**config.mk**
```make
export PLATFORM = sky130hd
export DESIGN_NAME = scm_ctrl
export DESIGN_NICKNAME = d
export VERILOG_FILES = /design/src/verilog/scm_pkg.sv /design/src/verilog/scm_ctrl.sv
export VERILOG_INCLUDE_DIRS = /design/src /design/src/verilog
export SDC_FILE = /design/constraint.sdc
export NUM_CORES = 1
export LEC_CHECK = 0
export ABC_AREA = 1
export BUFFER_PORTS_ARGS = -buffer_cell sky130_fd_sc_hd__buf_2
export CAP_MARGIN = 20
export CORE_ASPECT_RATIO = 0.8
export CORE_MARGIN = 3
export CORE_UTILIZATION = 30
export DETAILED_ROUTE_END_ITERATION = 10
export PLACE_DENSITY = 0.6
export SLEW_MARGIN = 20
export SYNTH_ARGS = -nofsm -noshare
export SYNTH_HDL_FRONTEND = slang
export SYNTH_SLANG_ARGS = --single-unit
```
**constraint.sdc**
```tcl
create_clock -name clk_i -period 2.5 [get_ports clk_i]
set_input_delay 0 -clock clk_i [delete_from_list [all_inputs] [get_ports clk_i]]
set_output_delay 0 -clock clk_i [all_outputs]
set_load 0.1 [all_outputs]
```
**src/verilog/scm_regs.svh**
```systemverilog
// register offsets, field positions, reset values and timing counts for the clock/mode block
// assumes a 100 MHz bus clock; oscillators are modelled by ready inputs from analog cells
`ifndef SCM_REGS_SVH
`define SCM_REGS_SVH
`define SCM_SYSCLK_OFS      8'h00
`define SCM_FASTOSC_OFS     8'h04
`define SCM_STATUS_OFS      8'h08
`define SCM_HALT_OFS        8'h0C
`define SCM_SYSCLK_RST      8'h00
`define SCM_FASTOSC_RST     8'h01
`define SCM_SEL_HI          7
`define SCM_SEL_LO          5
`define SCM_FHS_BIT         3
`define SCM_FSS_BIT         2
`define SCM_HIDLE_BIT       1
`define SCM_LIDLE_BIT       0
`define SCM_FREQ_HI         3
`define SCM_FREQ_LO         2
`define SCM_STABLE_BIT      1
`define SCM_EN_BIT          0
`define SCM_SEL_SLOW        3'h7
`define SCM_SWITCH_BASE     4
`define SCM_SYNC_MARGIN     2
`endif

```
**src/verilog/scm_pkg.sv**
```systemverilog
// types for the system clock and power-mode control block
// shared by the design and its bench
package scm_pkg;
   typedef enum logic [2:0] {
      SCM_RUN    = 3'b000,
      SCM_IDLE_MODE_ZERO  = 3'b001,
      SCM_IDLE_MODE_ONE  = 3'b011,
      SCM_IDLE_MODE_TWO  = 3'b010,
      SCM_SLEEP  = 3'b110
   } scm_mode_t;

   typedef enum logic [1:0] {
      SCM_SW_IDLE = 2'b00,
      SCM_SW_WAIT = 2'b01,
      SCM_SW_GAP  = 2'b11
   } scm_sw_t;

   typedef struct packed {
      logic fast_osc_on;
      logic slow_osc_on;
      logic fast_clk_on;
      logic slow_clk_on;
      logic sys_clk_on;
   } scm_clk_en_t;

   typedef struct packed {
      logic power_down_set;
      logic timeout_clr;
      logic wdt_clr;
      logic hold_state;
   } scm_pd_t;
endpackage

```
**src/verilog/scm_ctrl.sv**
```systemverilog
// system clock selection and halt/idle/sleep mode control with a wishbone slave
// assumes osc ready inputs come from analog cells in other domains; halt and wake
// are one-cycle pulses from the cpu core on clk_i
`timescale 1ns/1ns
`include "scm_regs.svh"

// What this block does
// - select code 0..6 divides fast clock by 1..64, code 7 picks slow clock
// - high-speed idle enable keeps fast oscillator running after halt
// - low-speed idle enable keeps slow oscillator running after halt
// - clock switch waits for the target oscillator stable, then four cycles plus resync margin
// - frequency field: 00 8MHz, 01 12MHz, 10 16MHz, 11 8MHz
// - new fast frequency applied only after stable flag rises
// - enabling fast oscillator clears stable flag, then sets it when stable
// - fast oscillator enable: 0 off unless a fast clock select is requested, 1 on, resets to 1
// - halt with both idle enables 0 enters sleep, all clocks stop
// - halt with high 0, low 1 enters idle zero, slow clock runs
// - halt with both idle enables 1 enters idle one, both clocks run
// - halt with high 1, low 0 enters idle two, fast clock only
// - power-down entry sets power-down flag and clears timeout flag
// - power-down entry clears watchdog counter
// - state held unchanged during sleep and idle
// - switch to slow clock waits for slow oscillator stable
// - return to fast clock waits for fast oscillator restart
// - unimplemented bits read as zero
module scm_ctrl
   import scm_pkg::*;
(
   input  wire logic        clk_i,            // 100 MHz bus clock
   input  wire logic        rst_i,            // synchronous reset, active high
   input  wire logic        wb_cyc_i,         // wishbone cycle
   input  wire logic        wb_stb_i,         // wishbone strobe
   input  wire logic        wb_we_i,          // wishbone write enable
   input  wire logic [7:0]  wb_adr_i,         // wishbone byte address
   input  wire logic [3:0]  wb_sel_i,         // wishbone byte selects
   input  wire logic [31:0] wb_dat_i,         // wishbone write data
   output logic      [31:0] wb_dat_o,         // wishbone read data
   output logic             wb_ack_o,         // wishbone acknowledge
   output logic             wb_err_o,         // wishbone error, unmapped address
   input  wire logic        halt_i,           // halt instruction pulse
   input  wire logic        wake_i,           // wake-up pulse
   input  wire logic        fast_osc_rdy_i,   // fast oscillator stable, async
   input  wire logic        slow_osc_rdy_i,   // slow oscillator stable, async
   output logic             fast_osc_en_o,    // fast oscillator run request
   output logic [1:0]       fast_osc_freq_o,  // applied fast frequency code
   output logic             slow_osc_en_o,    // slow oscillator run request
   output logic [2:0]       sys_clk_sel_o,    // applied system clock select
   output logic             sys_clk_en_o,     // system clock gate
   output logic             fast_clk_en_o,    // fast peripheral clock gate
   output logic             slow_clk_en_o,    // slow peripheral clock gate
   output logic             cpu_hold_o,       // freeze cpu, memory and ports
   output logic             power_down_flag_o,     // power-down status flag
   output logic             watchdog_timeout_clr_o,// clear timeout flag pulse
   output logic             watchdog_clr_o,   // clear watchdog counter pulse
   output logic [2:0]       mode_o            // current operating mode
);
   logic [7:0]  sysclk_ff;
   logic [1:0]  freq_req_ff;
   logic        fast_en_ff;
   logic        stable_ff;
   logic        fast_sync1_ff, fast_sync2_ff;
   logic        slow_sync1_ff, slow_sync2_ff;
   scm_mode_t   mode_ff, nxt_mode;
   scm_sw_t     sw_ff;
   logic [2:0]  sel_ff;
   logic [3:0]  sw_cnt_ff;
   logic [1:0]  freq_ff;
   logic        pd_flag_ff;
   logic        to_clr_ff;
   logic        wdt_clr_ff;
   logic        ack_ff, err_ff;
   logic [31:0] rdat_ff;
   scm_clk_en_t clk_en;
   logic        wr, rd_hit, hit;
   logic        fast_stable;
   logic        tgt_ready;
   logic        halt_take;

   // bus decode: one-cycle answer, ack dropped the cycle after
   assign hit = (wb_adr_i == `SCM_SYSCLK_OFS) || (wb_adr_i == `SCM_FASTOSC_OFS)
              || (wb_adr_i == `SCM_STATUS_OFS) || (wb_adr_i == `SCM_HALT_OFS);
   // writes land at the edge where the master samples ack, never earlier
   assign wr     = wb_cyc_i && wb_stb_i && wb_we_i && wb_sel_i[0] && hit
                   && ack_ff;
   assign rd_hit = wb_cyc_i && wb_stb_i && !ack_ff && !err_ff;

   // oscillator ready lines cross from analog domains through two flops
   always_ff @(posedge clk_i) begin
      if (rst_i) begin
         fast_sync1_ff <= 1'b0;
         fast_sync2_ff <= 1'b0;
      end else begin
         fast_sync1_ff <= fast_osc_rdy_i;
         fast_sync2_ff <= fast_sync1_ff;
      end
   end

   // only the second flop is read, so a metastable first stage never leaks
   always_ff @(posedge clk_i) begin
      if (rst_i) begin
         slow_sync1_ff <= 1'b0;
         slow_sync2_ff <= 1'b0;
      end else begin
         slow_sync1_ff <= slow_osc_rdy_i;
         slow_sync2_ff <= slow_sync1_ff;
      end
   end

   // system clock control register
   always_ff @(posedge clk_i) begin
      if (rst_i) begin
         sysclk_ff <= `SCM_SYSCLK_RST;
      end else if (wr && wb_adr_i == `SCM_SYSCLK_OFS) begin
         sysclk_ff <= wb_dat_i[7:0] & 8'hEF;
      end
   end

   // fast oscillator control register
   always_ff @(posedge clk_i) begin
      if (rst_i) begin
         fast_en_ff  <= 1'(`SCM_FASTOSC_RST);
         freq_req_ff <= 2'h0;
      end else if (wr && wb_adr_i == `SCM_FASTOSC_OFS) begin
         fast_en_ff  <= wb_dat_i[`SCM_EN_BIT];
         freq_req_ff <= wb_dat_i[`SCM_FREQ_HI:`SCM_FREQ_LO];
      end
   end

   assign fast_stable = fast_sync2_ff && clk_en.fast_osc_on;

   // stable flag and applied frequency
   always_ff @(posedge clk_i) begin
      if (rst_i) begin
         stable_ff <= 1'b0;
         freq_ff   <= 2'h0;
      end else if (wr && wb_adr_i == `SCM_FASTOSC_OFS
                   && ((wb_dat_i[`SCM_EN_BIT] && !fast_en_ff)
                       || wb_dat_i[`SCM_FREQ_HI:`SCM_FREQ_LO] != freq_req_ff)) begin
         // flag cleared on enable or retune
         stable_ff <= 1'b0;
      end else if (!clk_en.fast_osc_on) begin
         stable_ff <= 1'b0;
      end else if (!stable_ff && fast_stable) begin
         stable_ff <= 1'b1;
         // frequency applied after flag rises; 11 behaves as 00 in the cell
         freq_ff   <= freq_req_ff;
      end
   end

   // halt and wake mode machine
   always_comb begin
      nxt_mode = mode_ff;
      case (mode_ff)
         SCM_RUN: begin
            if (halt_i) begin
               case ({sysclk_ff[`SCM_HIDLE_BIT], sysclk_ff[`SCM_LIDLE_BIT]})
                  2'b00:   nxt_mode = SCM_SLEEP;
                  2'b01:   nxt_mode = SCM_IDLE_MODE_ZERO;
                  2'b11:   nxt_mode = SCM_IDLE_MODE_ONE;
                  default: nxt_mode = SCM_IDLE_MODE_TWO;
               endcase
            end
         end
         SCM_IDLE_MODE_ZERO, SCM_IDLE_MODE_ONE, SCM_IDLE_MODE_TWO, SCM_SLEEP: begin
            if (wake_i) begin
               nxt_mode = SCM_RUN;
            end
         end
         default: nxt_mode = SCM_RUN;
      endcase
   end

   always_ff @(posedge clk_i) begin
      if (rst_i) begin
         mode_ff <= SCM_RUN;
      end else begin
         mode_ff <= nxt_mode;
      end
   end

   // a halt only counts in run; a repeat while stopped is ignored
   assign halt_take = (mode_ff == SCM_RUN) && halt_i;

   // power-down status: set wins over a software clear in the same cycle
   always_ff @(posedge clk_i) begin
      if (rst_i) begin
         pd_flag_ff <= 1'b0;
      end else if (halt_take) begin
         pd_flag_ff <= 1'b1;
      end else if (wr && wb_adr_i == `SCM_STATUS_OFS && wb_dat_i[0]) begin
         pd_flag_ff <= 1'b0;
      end
   end

   always_ff @(posedge clk_i) begin
      if (rst_i) begin
         to_clr_ff <= 1'b0;
      end else begin
         to_clr_ff <= halt_take;
      end
   end

   always_ff @(posedge clk_i) begin
      if (rst_i) begin
         wdt_clr_ff <= 1'b0;
      end else begin
         wdt_clr_ff <= halt_take;
      end
   end

   // oscillator and clock gates per mode
   always_comb begin
      clk_en = '0;
      case (mode_ff)
         SCM_RUN: begin
            // fast oscillator follows its enable, forced on while a fast select is requested
            clk_en.fast_osc_on = fast_en_ff || (sysclk_ff[7:5] != `SCM_SEL_SLOW);
            clk_en.slow_osc_on = 1'b1;
            clk_en.fast_clk_on = clk_en.fast_osc_on;
            clk_en.slow_clk_on = 1'b1;
            clk_en.sys_clk_on  = 1'b1;
         end
         SCM_IDLE_MODE_ZERO: begin
            clk_en.slow_osc_on = 1'b1;
            clk_en.slow_clk_on = 1'b1;
            clk_en.sys_clk_on  = (sel_ff == `SCM_SEL_SLOW);
         end
         SCM_IDLE_MODE_ONE: begin
            clk_en = '1;
         end
         SCM_IDLE_MODE_TWO: begin
            clk_en.fast_osc_on = 1'b1;
            clk_en.fast_clk_on = 1'b1;
            clk_en.sys_clk_on  = (sel_ff != `SCM_SEL_SLOW);
         end
         default: clk_en = '0;
      endcase
   end

   assign tgt_ready = (sysclk_ff[7:5] == `SCM_SEL_SLOW) ? slow_sync2_ff : stable_ff;

   // glitch-free switch sequencer: wait, change select and gate off at the same edge, gate on after margin
   always_ff @(posedge clk_i) begin
      if (rst_i) begin
         sw_ff     <= SCM_SW_IDLE;
         sel_ff    <= 3'(`SCM_SYSCLK_RST >> `SCM_SEL_LO);
         sw_cnt_ff <= 4'h0;
      end else if (mode_ff == SCM_RUN) begin
         case (sw_ff)
            SCM_SW_IDLE: begin
               if (sysclk_ff[7:5] != sel_ff) begin
                  sw_ff     <= SCM_SW_WAIT;
                  sw_cnt_ff <= 4'h0;
               end
            end
            SCM_SW_WAIT: begin
               // target oscillator must be stable first
               if (tgt_ready) begin
                  if (sw_cnt_ff == 4'(`SCM_SWITCH_BASE - 1)) begin
                     sw_ff     <= SCM_SW_GAP;
                     sw_cnt_ff <= 4'h0;
                     // code 0..6 picks a fast divide, 7 the slow source
                     sel_ff    <= sysclk_ff[7:5];
                  end else begin
                     sw_cnt_ff <= sw_cnt_ff + 4'h1;
                  end
               end
            end
            SCM_SW_GAP: begin
               // output gated for a margin starting at the select change
               if (sw_cnt_ff == 4'(`SCM_SYNC_MARGIN - 1)) begin
                  sw_ff <= SCM_SW_IDLE;
               end else begin
                  sw_cnt_ff <= sw_cnt_ff + 4'h1;
               end
            end
            default: sw_ff <= SCM_SW_IDLE;
         endcase
      end
   end

   // oscillator requests and applied frequency
   always_ff @(posedge clk_i) begin
      if (rst_i) begin
         fast_osc_en_o   <= 1'b1;
         fast_osc_freq_o <= 2'h0;
         slow_osc_en_o   <= 1'b1;
      end else begin
         fast_osc_en_o   <= clk_en.fast_osc_on;
         fast_osc_freq_o <= freq_ff;
         slow_osc_en_o   <= clk_en.slow_osc_on;
      end
   end

   // clock select and gates
   always_ff @(posedge clk_i) begin
      if (rst_i) begin
         sys_clk_sel_o   <= 3'h0;
         sys_clk_en_o    <= 1'b1;
         fast_clk_en_o   <= 1'b1;
         slow_clk_en_o   <= 1'b1;
      end else begin
         // select code handed to the divider and source mux
         sys_clk_sel_o   <= sel_ff;
         sys_clk_en_o    <= clk_en.sys_clk_on && (sw_ff != SCM_SW_GAP);
         fast_clk_en_o   <= clk_en.fast_clk_on;
         slow_clk_en_o   <= clk_en.slow_clk_on;
      end
   end

   // mode and power-down status
   always_ff @(posedge clk_i) begin
      if (rst_i) begin
         cpu_hold_o             <= 1'b0;
         mode_o                 <= SCM_RUN;
         power_down_flag_o      <= 1'b0;
         watchdog_timeout_clr_o <= 1'b0;
         watchdog_clr_o         <= 1'b0;
      end else begin
         cpu_hold_o             <= (mode_ff != SCM_RUN);
         mode_o                 <= mode_ff;
         power_down_flag_o      <= pd_flag_ff;
         watchdog_timeout_clr_o <= to_clr_ff;
         watchdog_clr_o         <= wdt_clr_ff;
      end
   end

   // bus answer: ack or err for one cycle, dropped the cycle after
   always_ff @(posedge clk_i) begin
      if (rst_i) begin
         ack_ff <= 1'b0;
         err_ff <= 1'b0;
      end else begin
         ack_ff <= rd_hit && hit;
         err_ff <= rd_hit && !hit;
      end
   end

   // read data registered with the answer; writes refresh it too, harmlessly
   always_ff @(posedge clk_i) begin
      if (rst_i) begin
         rdat_ff <= 32'h0000_0000;
      end else begin
         case (wb_adr_i)
            `SCM_SYSCLK_OFS:  rdat_ff <= {24'h00_0000, sysclk_ff};
            `SCM_FASTOSC_OFS: rdat_ff <= {28'h000_0000, freq_req_ff, stable_ff, fast_en_ff};
            `SCM_STATUS_OFS:  rdat_ff <= {24'h00_0000, sw_ff != SCM_SW_IDLE, sel_ff,
                                          1'b0, mode_ff};
            default:          rdat_ff <= 32'h0000_0000;
         endcase
      end
   end

   assign wb_dat_o = rdat_ff;
   assign wb_ack_o = ack_ff;
   assign wb_err_o = err_ff;
endmodule

```
==> run_results.csv, run 1 <==
group,metric,value,unit
critical_path,required,2.71,ns
yosys,yosysUniqueCellTypes,35,
clocking,cts_buffer_depth,2,
critical_path,critical_path_class,"in2reg",
sta,clock_skew,0.008394,ns
sta,slew_violations,0,
yosys,ys_warn_count,0,
grt,antenna_found_initial,0,
yosys,synth_fa_ha_area_share,0.9602,%
placed_design,io_buffers,51,
clocking,clock_sinks,55,
critical_path,cp.arrival,2.14,ns
detailed_routing,via_per_inst,4.296,
grt,grt_overflow_total,0,
min_path,whs_path_depth,3,
detailed_routing,drc,0,
min_path,hold_path_end,"sysclk_ff[5]$_SDFFE_PP0P_",
yosys,yosys.area.top_type,"dfxtp_1",
clocking,numCtsBuffers,5,
pwr,ir_drop,0.6479,mV
yosys,yosys.area.top_type_share,42.25,%
yosys,synth_edf_count,0,
sta,period_share,77.19,%
yosys,synth_compound_area_share,10.71,%
yosys,synth-xor-area-share,0.6721,%
finish,syn_to_final_growth,17.91,%
die,dieWidth,110.2,um
sta,holdWs,0.005690,ns
detailed_routing,dr_total_vias,2234,
critical_path,cp_max_fo,4,
yosys,synth_area_leaders,"dfxtp_1 (42%), nand2_1 (9.1%), buf_4 (8.4%)",
pwr,pwr_density_cell,865.2,nW/um2
detailed_routing,drtIter0Drc,148,
sta,finalCriticalPeriod,1.930,ns
critical_path,critical_path_buf_inv_count,4,
clocking,post_cts_resized,0,
detailed_routing,ant_nets,0,
finish,antenna_cells,0,
sta,timing.fmax,518.2,MHz
die,dieArea,9849,um2
detailed_routing,first_pass_iters,4,
detailed_routing,drt-wirelength-per-cell,11.22,um
critical_path,crit_path_max_incr_delay,0.57,ns
placed_design,gp_congestion,0.7844,
yosys,synthMuxAreaShare,0.4321,%
critical_path,startpoint_type,"primary input",
run,cap_viol_max_count,0,
grt,grt_max_degree,25,
clocking,cts_hold_buf,12,
critical_path,r2r-end,"sel_ff[0]$_SDFFE_PP0P_",
yosys,netlist_area,2606,um2
finish,drive_gt1_share,21.60,%
yosys,synthFlopType,"dfxtp_1",
outcome,status,"completed",
yosys,avgSynthCellArea,7.425,um2
sta,rsz0062_at_grt,"false",
min_path,hp-class,"in2reg",
grt,grt_use_total,12.52,%
yosys,synth-simple-area-share,27.65,%
die,die_h,89.37,um
grt,grt_pass1_vias,2118,
finish,layout.area.seq,1101,um2
sta,finalHoldViolations,0,
yosys,synthArstFlopShare,0,%
finish,fin_nets,466,
critical_path,reg2reg_depth,6,
sta,setup-violations-final,0,
placed_design,hpwlAfterDp,4484,um
clocking,h-tree-depth,2,
critical_path,critPathSlowestCell,"dlygate4sd3_1",
sta,fin_setup_tns,0,ns
clocking,cts_tree,"done",
critical_path,r2r-start,"sw_cnt_ff[0]$_SDFFE_PP0P_",
yosys,seq_area_frac_synth,42.25,%
finish,fill_cells,922,
die,io_pins,104,
critical_path,end_kind,"flip-flop",
critical_path,crit_cells,9,
critical_path,crit_chain,"dlygate4sd3_1 > buf_2 > nor2_4 > dlygate4sd3_1 > inv_2 > nor2_1 > nand3_1 > o21ai_0 > o21ai_0",
finish,multi_input_area,1144,um2
min_path,min-delay-start,"wb_dat_i[5]",
yosys,synth_top_family_by_area,"simple AND/OR/NAND/NOR gates",
critical_path,rrSetupSlack,1.08,ns
pwr,leakage,0.001437,uW
detailed_routing,wirelength,5833,um
die,placementRows,29,
critical_path,cp_top_family,"buffers and inverters",
die,start_util,31.78,%
die,coreArea,8200,um2
clocking,clock_latency,0.31,ns
yosys,postSynthCellCount,351,
clocking,path_clk_slew,0.10,ns
clocking,cts_root_buf,"clkbuf_8",
yosys,ys_ff_latch,55,
clocking,cts_setup_buffers,0,
grt,grt_first_pass_wirelength,9563,um
report_power, final:
part | internal [uW] | leakage, uW | switching, uW
Clock | 302 | 0.0000548 | 300
Combinational | 197 | 0.000935 | 829
Sequential | 967 | 0.000447 | 63.5
Total | 1470 | 0.00144 | 1190
synth_stat cells (3+ instances only):
| master | n |
|---|---|
| nand2_1 | 63 |
| dfxtp_1 | 55 |
| inv_1 | 45 |
| nor2_1 | 44 |
| buf_4 | 29 |
| a21oi_1 | 23 |
| o21ai_0 | 20 |
| nand3_1 | 16 |
| inv_2 | 7 |
| nand3_2 | 5 |
| nor3_1 | 5 |
| nand2_2 | 4 |
| nand4_1 | 4 |
| nor2_4 | 4 |
| nor2_2 | 3 |
cells by family after synthesis:
logic type,after synthesis
AND/OR/NAND/NOR,152
buffers and inverters,86
flip-flops,55
AO/OA/AOI/OAI,52
adder cells (fa/ha/maj),2
XOR/XNOR,2
other,1
multiplexers,1
worst max path at each step:
stage                                    to                 startpoint  slack (ns)
finish              pd_flag_ff$_SDFFE_PP0P_                wb_adr_i[0]        0.57
global route        pd_flag_ff$_SDFFE_PP0P_                wb_adr_i[0]        0.42
CTS                 pd_flag_ff$_SDFFE_PP0P_                wb_adr_i[0]        0.63
detailed placement   sel_ff[0]$_SDFFE_PP0P_  sw_cnt_ff[0]$_SDFFE_PP0P_        1.08
global placement     sel_ff[0]$_SDFFE_PP0P_  sw_cnt_ff[0]$_SDFFE_PP0P_        1.10
floorplan           freq_ff[0]$_SDFFE_PP0P_        wb_ack_o$_SDFF_PP0_        0.60
state kept, by name (all words and copies together), names as in the netlist, 2 cells and up:
signal	count
fast_osc_freq_o	2
freq_ff	2
freq_req_ff	2
mode_ff	3
mode_o	3
sel_ff	3
sw_cnt_ff	4
sw_ff	2
sys_clk_sel_o	3
sysclk_ff	7
wb_dat_o	8
layer usage:
metal	track usage, %	vias up	part of all wire, %
met4	4.139	0	1.5
met5	0	-	0
met2	19.71	60	44
met3	3.177	10	6.7
li1	-	1167	-
met1	16.83	997	48
final cells by class:
| cell class | count | area share, % |
|---|---|---|
| clock buffer | 5 | 2.239 |
| clock inverter | 3 | 1.507 |
| inverter | 52 | 6.352 |
| multi-input combinational | 233 | 37.22 |
| sequential | 55 | 35.83 |
| tap | 108 | 4.397 |
| timing repair buffer | 64 | 12.46 |
tightest hold or removal path, stage by stage:
cell	delay, ns
buf_2	0.08
o21ai_0	0.08
a21oi_1	0.12
placed cells by master (no fill, tap or decap), drive strengths merged:
master       synthesis  final
a21oi               24     24
bufinv               0      1
inv                 52     53
conb                 1     24
o21ai               23     23
nor3                 6      6
mux2                 1      1
o22ai                1      1
dlygate4sd3          0     12
nand4                5      5
nand2               68     68
nor2                51     51
o211ai               2      2
nand3               21     21
clkbuf               1      5
xnor2                1      1
ha                   2      2
dfxtp               55     55
a31oi                1      1
clkinvlp             0      1
xor2                 1      1
o2111ai              1      1
or4                  1      1
buf                 33     52
metrics by stage:
| stage | cells | util [%] | setup WS (ns) | instance area (um2) | total power [uW] |
|---|---|---|---|---|---|
| after detailed placement | 500 | 34.60 | 1.077 | 2838 | 2058 |
| after floorplan | 374 | - | 0.6028 | 2693 | 1957 |
| after CTS | 520 | 37.47 | 0.6268 | 3073 | 2685 |
| after global placement | 500 | 34.60 | 1.104 | 2838 | 2049 |
| final | 520 | 37.47 | 0.5702 | 3073 | 2659 |
| after global routing | 520 | 37.47 | 0.4226 | 3073 | 2800 |
Note: power is estimated with default switching activity, not from simulation.
==> inputs of run 2 (changes only) <==
==> constraint.sdc (replaced) <==
create_clock -name clk_i -period 1.8 [get_ports clk_i]
set_input_delay 0 -clock clk_i [delete_from_list [all_inputs] [get_ports clk_i]]
set_output_delay 0 -clock clk_i [all_outputs]
set_load 0.1 [all_outputs]
==> run_results.csv, run 2 (synthesized netlist as in run 1, its figures left out) <==
group,metric,value,unit
pwr,sw_frac_of_total,46.22,%
pwr,switchingPower,1626,uW
clocking,h-tree-depth,2,
pwr,p_comb_share,40.7,%
clocking,path_clk_slew,0.09,ns
grt,grt_pass1_vias,2009,
critical_path,crit_path_max_incr_delay,0.39,ns
pwr,ir_drop,0.9785,mV
pwr,intPower,1891,uW
sta,slew_violations,0,
sta,period_share,79.38,%
finish,fin_nets,467,
finish,largest_reg_flops,8,
finish,stdcell_count,521,
finish,fill_cells,908,
clocking,numCtsBuffers,5,
critical_path,end_kind,"flip-flop",
clocking,clock_latency,0.30,ns
grt,antenna_found_initial,0,
placed_design,io_buffers,51,
outcome,status,"completed",
finish,layout.area.seq,1102,um2
critical_path,crit_chain,"ha_1 > nand3_1 > nor3_1 > nand3_2 > o21ai_0 > a21oi_1",
sta,fin_setup_tns,0,ns
sta,rsz0062_at_grt,"false",
die,placementRows,29,
sta,finalHoldViolations,0,
grt,grt_first_pass_wirelength,9101,um
grt,grt_use_total,11.73,%
critical_path,required,2.00,ns
detailed_routing,wirelength,5684,um
placed_design,place_inst,502,
detailed_routing,via_per_inst,4.278,
clocking,clock_sinks,55,
detailed_routing,first_pass_iters,5,
critical_path,critical_path_class,"reg2reg",
clocking,post_cts_resized,0,
critical_path,cp.arrival,1.63,ns
placed_design,hpwlAfterDp,4483,um
critical_path,critical_path_buf_inv_count,0,
finish,layout_common_cells,"nand2_1 (63), dfxtp_1 (54), buf_2 (51)",
detailed_routing,dr_total_vias,2229,
sta,timing.fmax,699.9,MHz
run,cap_viol_max_count,0,
grt,grt_overflow_total,0,
sta,setup-violations-final,0,
detailed_routing,drc,0,
clocking,cts_tree,"done",
min_path,hp-class,"in2reg",
detailed_routing,drt-wirelength-per-cell,10.91,um
placed_design,gp_congestion,0.8119,
die,coreArea,8200,um2
finish,final_common_cell,"nand2_1",
die,io_pins,104,
pwr,pwr_density_cell,1153,nW/um2
clocking,cts_root_buf,"clkbuf_8",
sta,finalCriticalPeriod,1.429,ns
sta,holdWs,0.01404,ns
clocking,cts_buffer_depth,2,
die,dieArea,9849,um2
finish,drive_gt1_share,22.03,%
sta,clock_skew,0.005382,ns
pwr,p_seq_share,40.7,%
pwr,p_total,3517,uW
pwr,leakage,0.001427,uW
critical_path,cp_max_fo,6,
detailed_routing,drtIter0Drc,91,
grt,grt_max_degree,17,
finish,fin_util,37.18,%
detailed_routing,ant_nets,0,
die,start_util,31.78,%
die,dieWidth,110.2,um
finish,syn_to_final_growth,16.99,%
critical_path,cp_top_family,"simple AND/OR/NAND/NOR gates",
pwr,power.share.clock,18.6,%
finish,multi_input_area,1144,um2
finish,antenna_cells,0,
critical_path,critPathSlowestCell,"dfxtp_1",
critical_path,startpoint_type,"flip-flop",
die,die_h,89.37,um
==> run 2: cell count changes in the layout (fill, tap and decap cells not counted), sizes merged <==
cell / change
clkinv: +1
inv: -1
bufinv: -1
buf: +2
clkbuf: +1
dlygate4sd3: -1
==> run 2: power by group through the flow <==
| stage | logic [uW] | registers [uW] | clock network [uW] |
|---|---|---|---|
| after floorplan | 945 | 1770 | 0 |
| after global placement | 1400 | 1450 | 0 |
| after detailed placement | 1400 | 1460 | 0 |
| after CTS | 1430 | 1430 | 686 |
| after global routing | 1530 | 1440 | 729 |
| final | 1430 | 1430 | 655 |
==> run 2: metrics by stage <==
stage                     setup slack, ns  area (um2)
after floorplan                    0.2289        2694
after global placement             0.4110        2854
after detailed placement           0.3972        2854
after CTS                          0.3710        3049
after global routing               0.2123        3049
final                              0.3712        3049
==> run 2: worst register-to-register path, cell delays in order, from the launching register on <==
cell and delay [ns]:
dfxtp_1 0.39, ha_1 0.21, nand3_1 0.14, nor3_1 0.21
nand3_2 0.16, o21ai_0 0.18, a21oi_1 0.05
==> run 2: what timing repair did <==
| action | CTS | global route |
|---|---|---|
| setup buffers | 0 | 0 |
| hold buffers | 11 | 0 |
| setup endpoints to repair | 0 | 0 |
| endpoints found under the hold margin | 11 | 0 |
==> run 2: metal layers <==
layer | up-vias | track usage [%] | wire (um)
met4 | 0 | 2.125 | 43
li1 | 1171 | - | -
met3 | 7 | 2.816 | 295
met2 | 61 | 19.49 | 2584
met5 | - | 0 | 0
met1 | 990 | 15.73 | 2762
==> run 2: path summary, 6_finish.rpt <==
check / from / to / slack [ns] / cells past startpoint
min reg2reg: fast_sync1_ff$_SDFF_PP0_ / fast_sync2_ff$_SDFF_PP0_ / 0.41 / 2
max reg2reg: sw_cnt_ff[0]$_SDFFE_PP0P_ / sel_ff[0]$_SDFFE_PP0P_ / 0.37 / 6
max: sw_cnt_ff[0]$_SDFFE_PP0P_ / sel_ff[0]$_SDFFE_PP0P_ / 0.37 / 6
min: wb_adr_i[2] / wb_dat_o[3]$_SDFF_PP0_ / 0.01 / 3
==> run 2: final cells by class <==
class / instances / share of cell area, %
Tap cell: 108 / 4.432
Multi-Input combinational cell: 233 / 37.51
Timing Repair Buffer: 65 / 12.72
Clock inverter: 2 / 0.4103
Sequential cell: 55 / 36.15
Clock buffer: 6 / 2.380
Inverter: 52 / 6.401
==> inputs of run 3 (changes only) <==
--- a/config.mk
+++ b/config.mk
@@ -13,7 +13,7 @@
 export CORE_MARGIN = 3
 export CORE_UTILIZATION = 30
 export DETAILED_ROUTE_END_ITERATION = 10
-export PLACE_DENSITY = 0.6
+export PLACE_DENSITY = 0.62
 export SLEW_MARGIN = 20
 export SYNTH_ARGS = -nofsm -noshare
 export SYNTH_HDL_FRONTEND = slang
==> constraint.sdc (replaced) <==
create_clock -name clk_i -period 1.3 [get_ports clk_i]
set_input_delay 0 -clock clk_i [delete_from_list [all_inputs] [get_ports clk_i]]
set_output_delay 0 -clock clk_i [all_outputs]
set_load 0.1 [all_outputs]
==> run_results.csv, run 3 (synthesized netlist as in run 1, its figures left out) <==
group,metric,value,unit
critical_path,cp_max_fo,7,
clocking,clock_sinks,55,
die,dieArea,9849,um2
sta,finalCriticalPeriod,1.310,ns
clocking,clock_latency,0.32,ns
detailed_routing,ant_nets,0,
detailed_routing,dr_total_vias,2334,
grt,grt_max_degree,23,
grt,antenna_found_initial,0,
sta,fin_ws,-0.01007,ns
die,dieWidth,110.2,um
finish,final_common_cell,"nand2_1",
placed_design,hpwlAfterDp,4556,um
min_path,hp-class,"in2reg",
pwr,leakage,0.001568,uW
grt,grt_overflow_total,0,
critical_path,r2r-start,"sw_cnt_ff[1]$_SDFFE_PP0P_",
detailed_routing,wirelength,6198,um
critical_path,startpoint_type,"flip-flop",
sta,holdWs,-0.009960,ns
outcome,violations,"hold timing, setup timing",
die,die_h,89.37,um
pwr,power.share.clock,20.6,%
clocking,cts_tree,"done",
sta,fin_setup_tns,-0.01007,ns
detailed_routing,drtIter0Drc,99,
detailed_routing,drc,0,
sta,clock_skew,0.006108,ns
outcome,status,"finished with violations",
detailed_routing,first_pass_iters,4,
die,coreArea,8200,um2
pwr,pwr_density_cell,1636,nW/um2
pwr,p_comb_share,43.2,%
clocking,numCtsBuffers,5,
clocking,path_clk_slew,0.09,ns
die,start_util,31.78,%
detailed_routing,drt-wirelength-per-cell,11.50,um
clocking,cts_buffer_depth,2,
critical_path,critical_path_buf_inv_count,1,
die,placementRows,29,
critical_path,reg2reg_depth,8,
finish,stdcell_count,539,
min_path,whs_path_depth,3,
pwr,intPower,3102,uW
min_path,hold_path_end,"sysclk_ff[6]$_SDFFE_PP0P_",
grt,grt_first_pass_wirelength,9660,um
critical_path,critPathSlowestCell,"dfxtp_4",
pwr,p_seq_share,36.2,%
placed_design,gp_congestion,0.8430,
run,cap_viol_max_count,0,
critical_path,crit_top_cell,"nand2_2",
clocking,h-tree-depth,2,
finish,fin_nets,485,
placed_design,place_area,2960,um2
finish,syn_to_final_growth,30.39,%
detailed_routing,via_per_inst,4.330,
critical_path,r2r-end,"sw_cnt_ff[3]$_SDFFE_PP0P_",
placed_design,io_buffers,51,
critical_path,cp_top_family,"simple AND/OR/NAND/NOR gates",
sta,slew_violations,0,
sta,finalHoldViolations,1,
sta,setup-violations-final,1,
clocking,cts_root_buf,"clkbuf_8",
pwr,switchingPower,2459,uW
sta,timing.fmax,763.3,MHz
min_path,min-delay-start,"wb_dat_i[6]",
finish,drive_gt1_share,34.34,%
finish,design_area,3398,um2
finish,fill_cells,870,
die,io_pins,104,
pwr,sw_frac_of_total,44.21,%
finish,largest_reg_flops,8,
grt,grt_pass1_vias,2151,
sta,rsz0062_at_grt,"true",
critical_path,end_kind,"flip-flop",
critical_path,rrSetupSlack,-0.01,ns
finish,antenna_cells,0,
critical_path,crit_path_max_incr_delay,0.39,ns
finish,layout_common_cells,"nand2_1 (57), buf_2 (50), inv_1 (42)",
critical_path,cp.arrival,1.53,ns
critical_path,critical_path_class,"reg2reg",
sta,period_share,100.8,%
critical_path,crit_chain,"inv_4 > ha_4 > nand3_2 > nand2_2 > nand2_2 > nand4_4 > a21oi_1 > nor2_1",
pwr,ir_drop,1.275,mV
placed_design,place_inst,513,
critical_path,required,1.52,ns
grt,grt_use_total,12.47,%
## run 3: cell count changes in the layout (fill, tap and decap cells not counted), sizes merged
cell,change
dlygate4sd3,+1
bufinv,+1
clkinv,-1
buf,+17
## run 3: repair_timing
item | in CTS | in global routing
gates resized for setup | 16 | 39
hold buffers | 11 | 1
setup buffers | 0 | 6
pin swaps | 2 | 11
endpoints found under the setup margin | 11 | 20
hold endpoints to repair | 13 | 1
## run 3: metrics by stage
step / util (%) / hold WS (ns) / setup slack, ns / power (uW)
finish: 41.44 / -0.009960 / -0.01007 / 5561
global route: 41.44 / 0.01317 / -0.1087 / 5861
CTS: 39.24 / 0.003673 / 0.001705 / 5333
detailed placement: 36.10 / 0.2079 / -0.1125 / 4118
global placement: 36.10 / 0.2121 / -0.05495 / 4100
floorplan: - / 0.07940 / -0.04533 / 3771
## run 3: power groups by stage
| stage | Combinational, uW | Sequential, uW | Clock, uW |
|---|---|---|---|
| global route | 2580 | 2040 | 1250 |
| global placement | 2100 | 1990 | 0 |
| detailed placement | 2110 | 2000 | 0 |
| CTS | 2190 | 1970 | 1170 |
| finish | 2400 | 2010 | 1150 |
| floorplan | 1310 | 2460 | 0 |
## run 3: layout make-up
| class | count | area [um2] | area share, % |
|---|---|---|---|
| clock buffer | 6 | 72.57 | 2.135 |
| clock inverter | 2 | 37.54 | 1.105 |
| inverter | 52 | 200.2 | 5.891 |
| multi-input combinational | 233 | 1286 | 37.85 |
| sequential | 55 | 1139 | 33.51 |
| tap | 108 | 135.1 | 3.976 |
| timing repair buffer | 83 | 528.0 | 15.54 |
## run 3: worst max-delay path by stage
stage	endpoint	cells past startpoint	from
after detailed placement	sel_ff[1]$_SDFFE_PP0P_	6	sw_cnt_ff[0]$_SDFFE_PP0P_
after global routing	sw_cnt_ff[0]$_SDFFE_PP0P_	9	sw_cnt_ff[1]$_SDFFE_PP0P_
final	sw_cnt_ff[3]$_SDFFE_PP0P_	8	sw_cnt_ff[1]$_SDFFE_PP0P_
after floorplan	freq_ff[0]$_SDFFE_PP0P_	7	wb_ack_o$_SDFF_PP0_
after CTS	sel_ff[2]$_SDFFE_PP0P_	6	sw_cnt_ff[0]$_SDFFE_PP0P_
after global placement	sel_ff[0]$_SDFFE_PP0P_	6	sw_cnt_ff[0]$_SDFFE_PP0P_
## run 3: tightest hold or removal path, delay by kind of cell
family,cells,cell delay [ns]
AO/OA/AOI/OAI,2,0.19
buffers and inverters,1,0.08
## run 3: layer usage
metal | GRT usage, % | part of all wire, %
met5 | 0 | 0
met4 | 3.915 | 1.6
met3 | 3.177 | 5.7
met2 | 20.43 | 46
met1 | 16.18 | 47
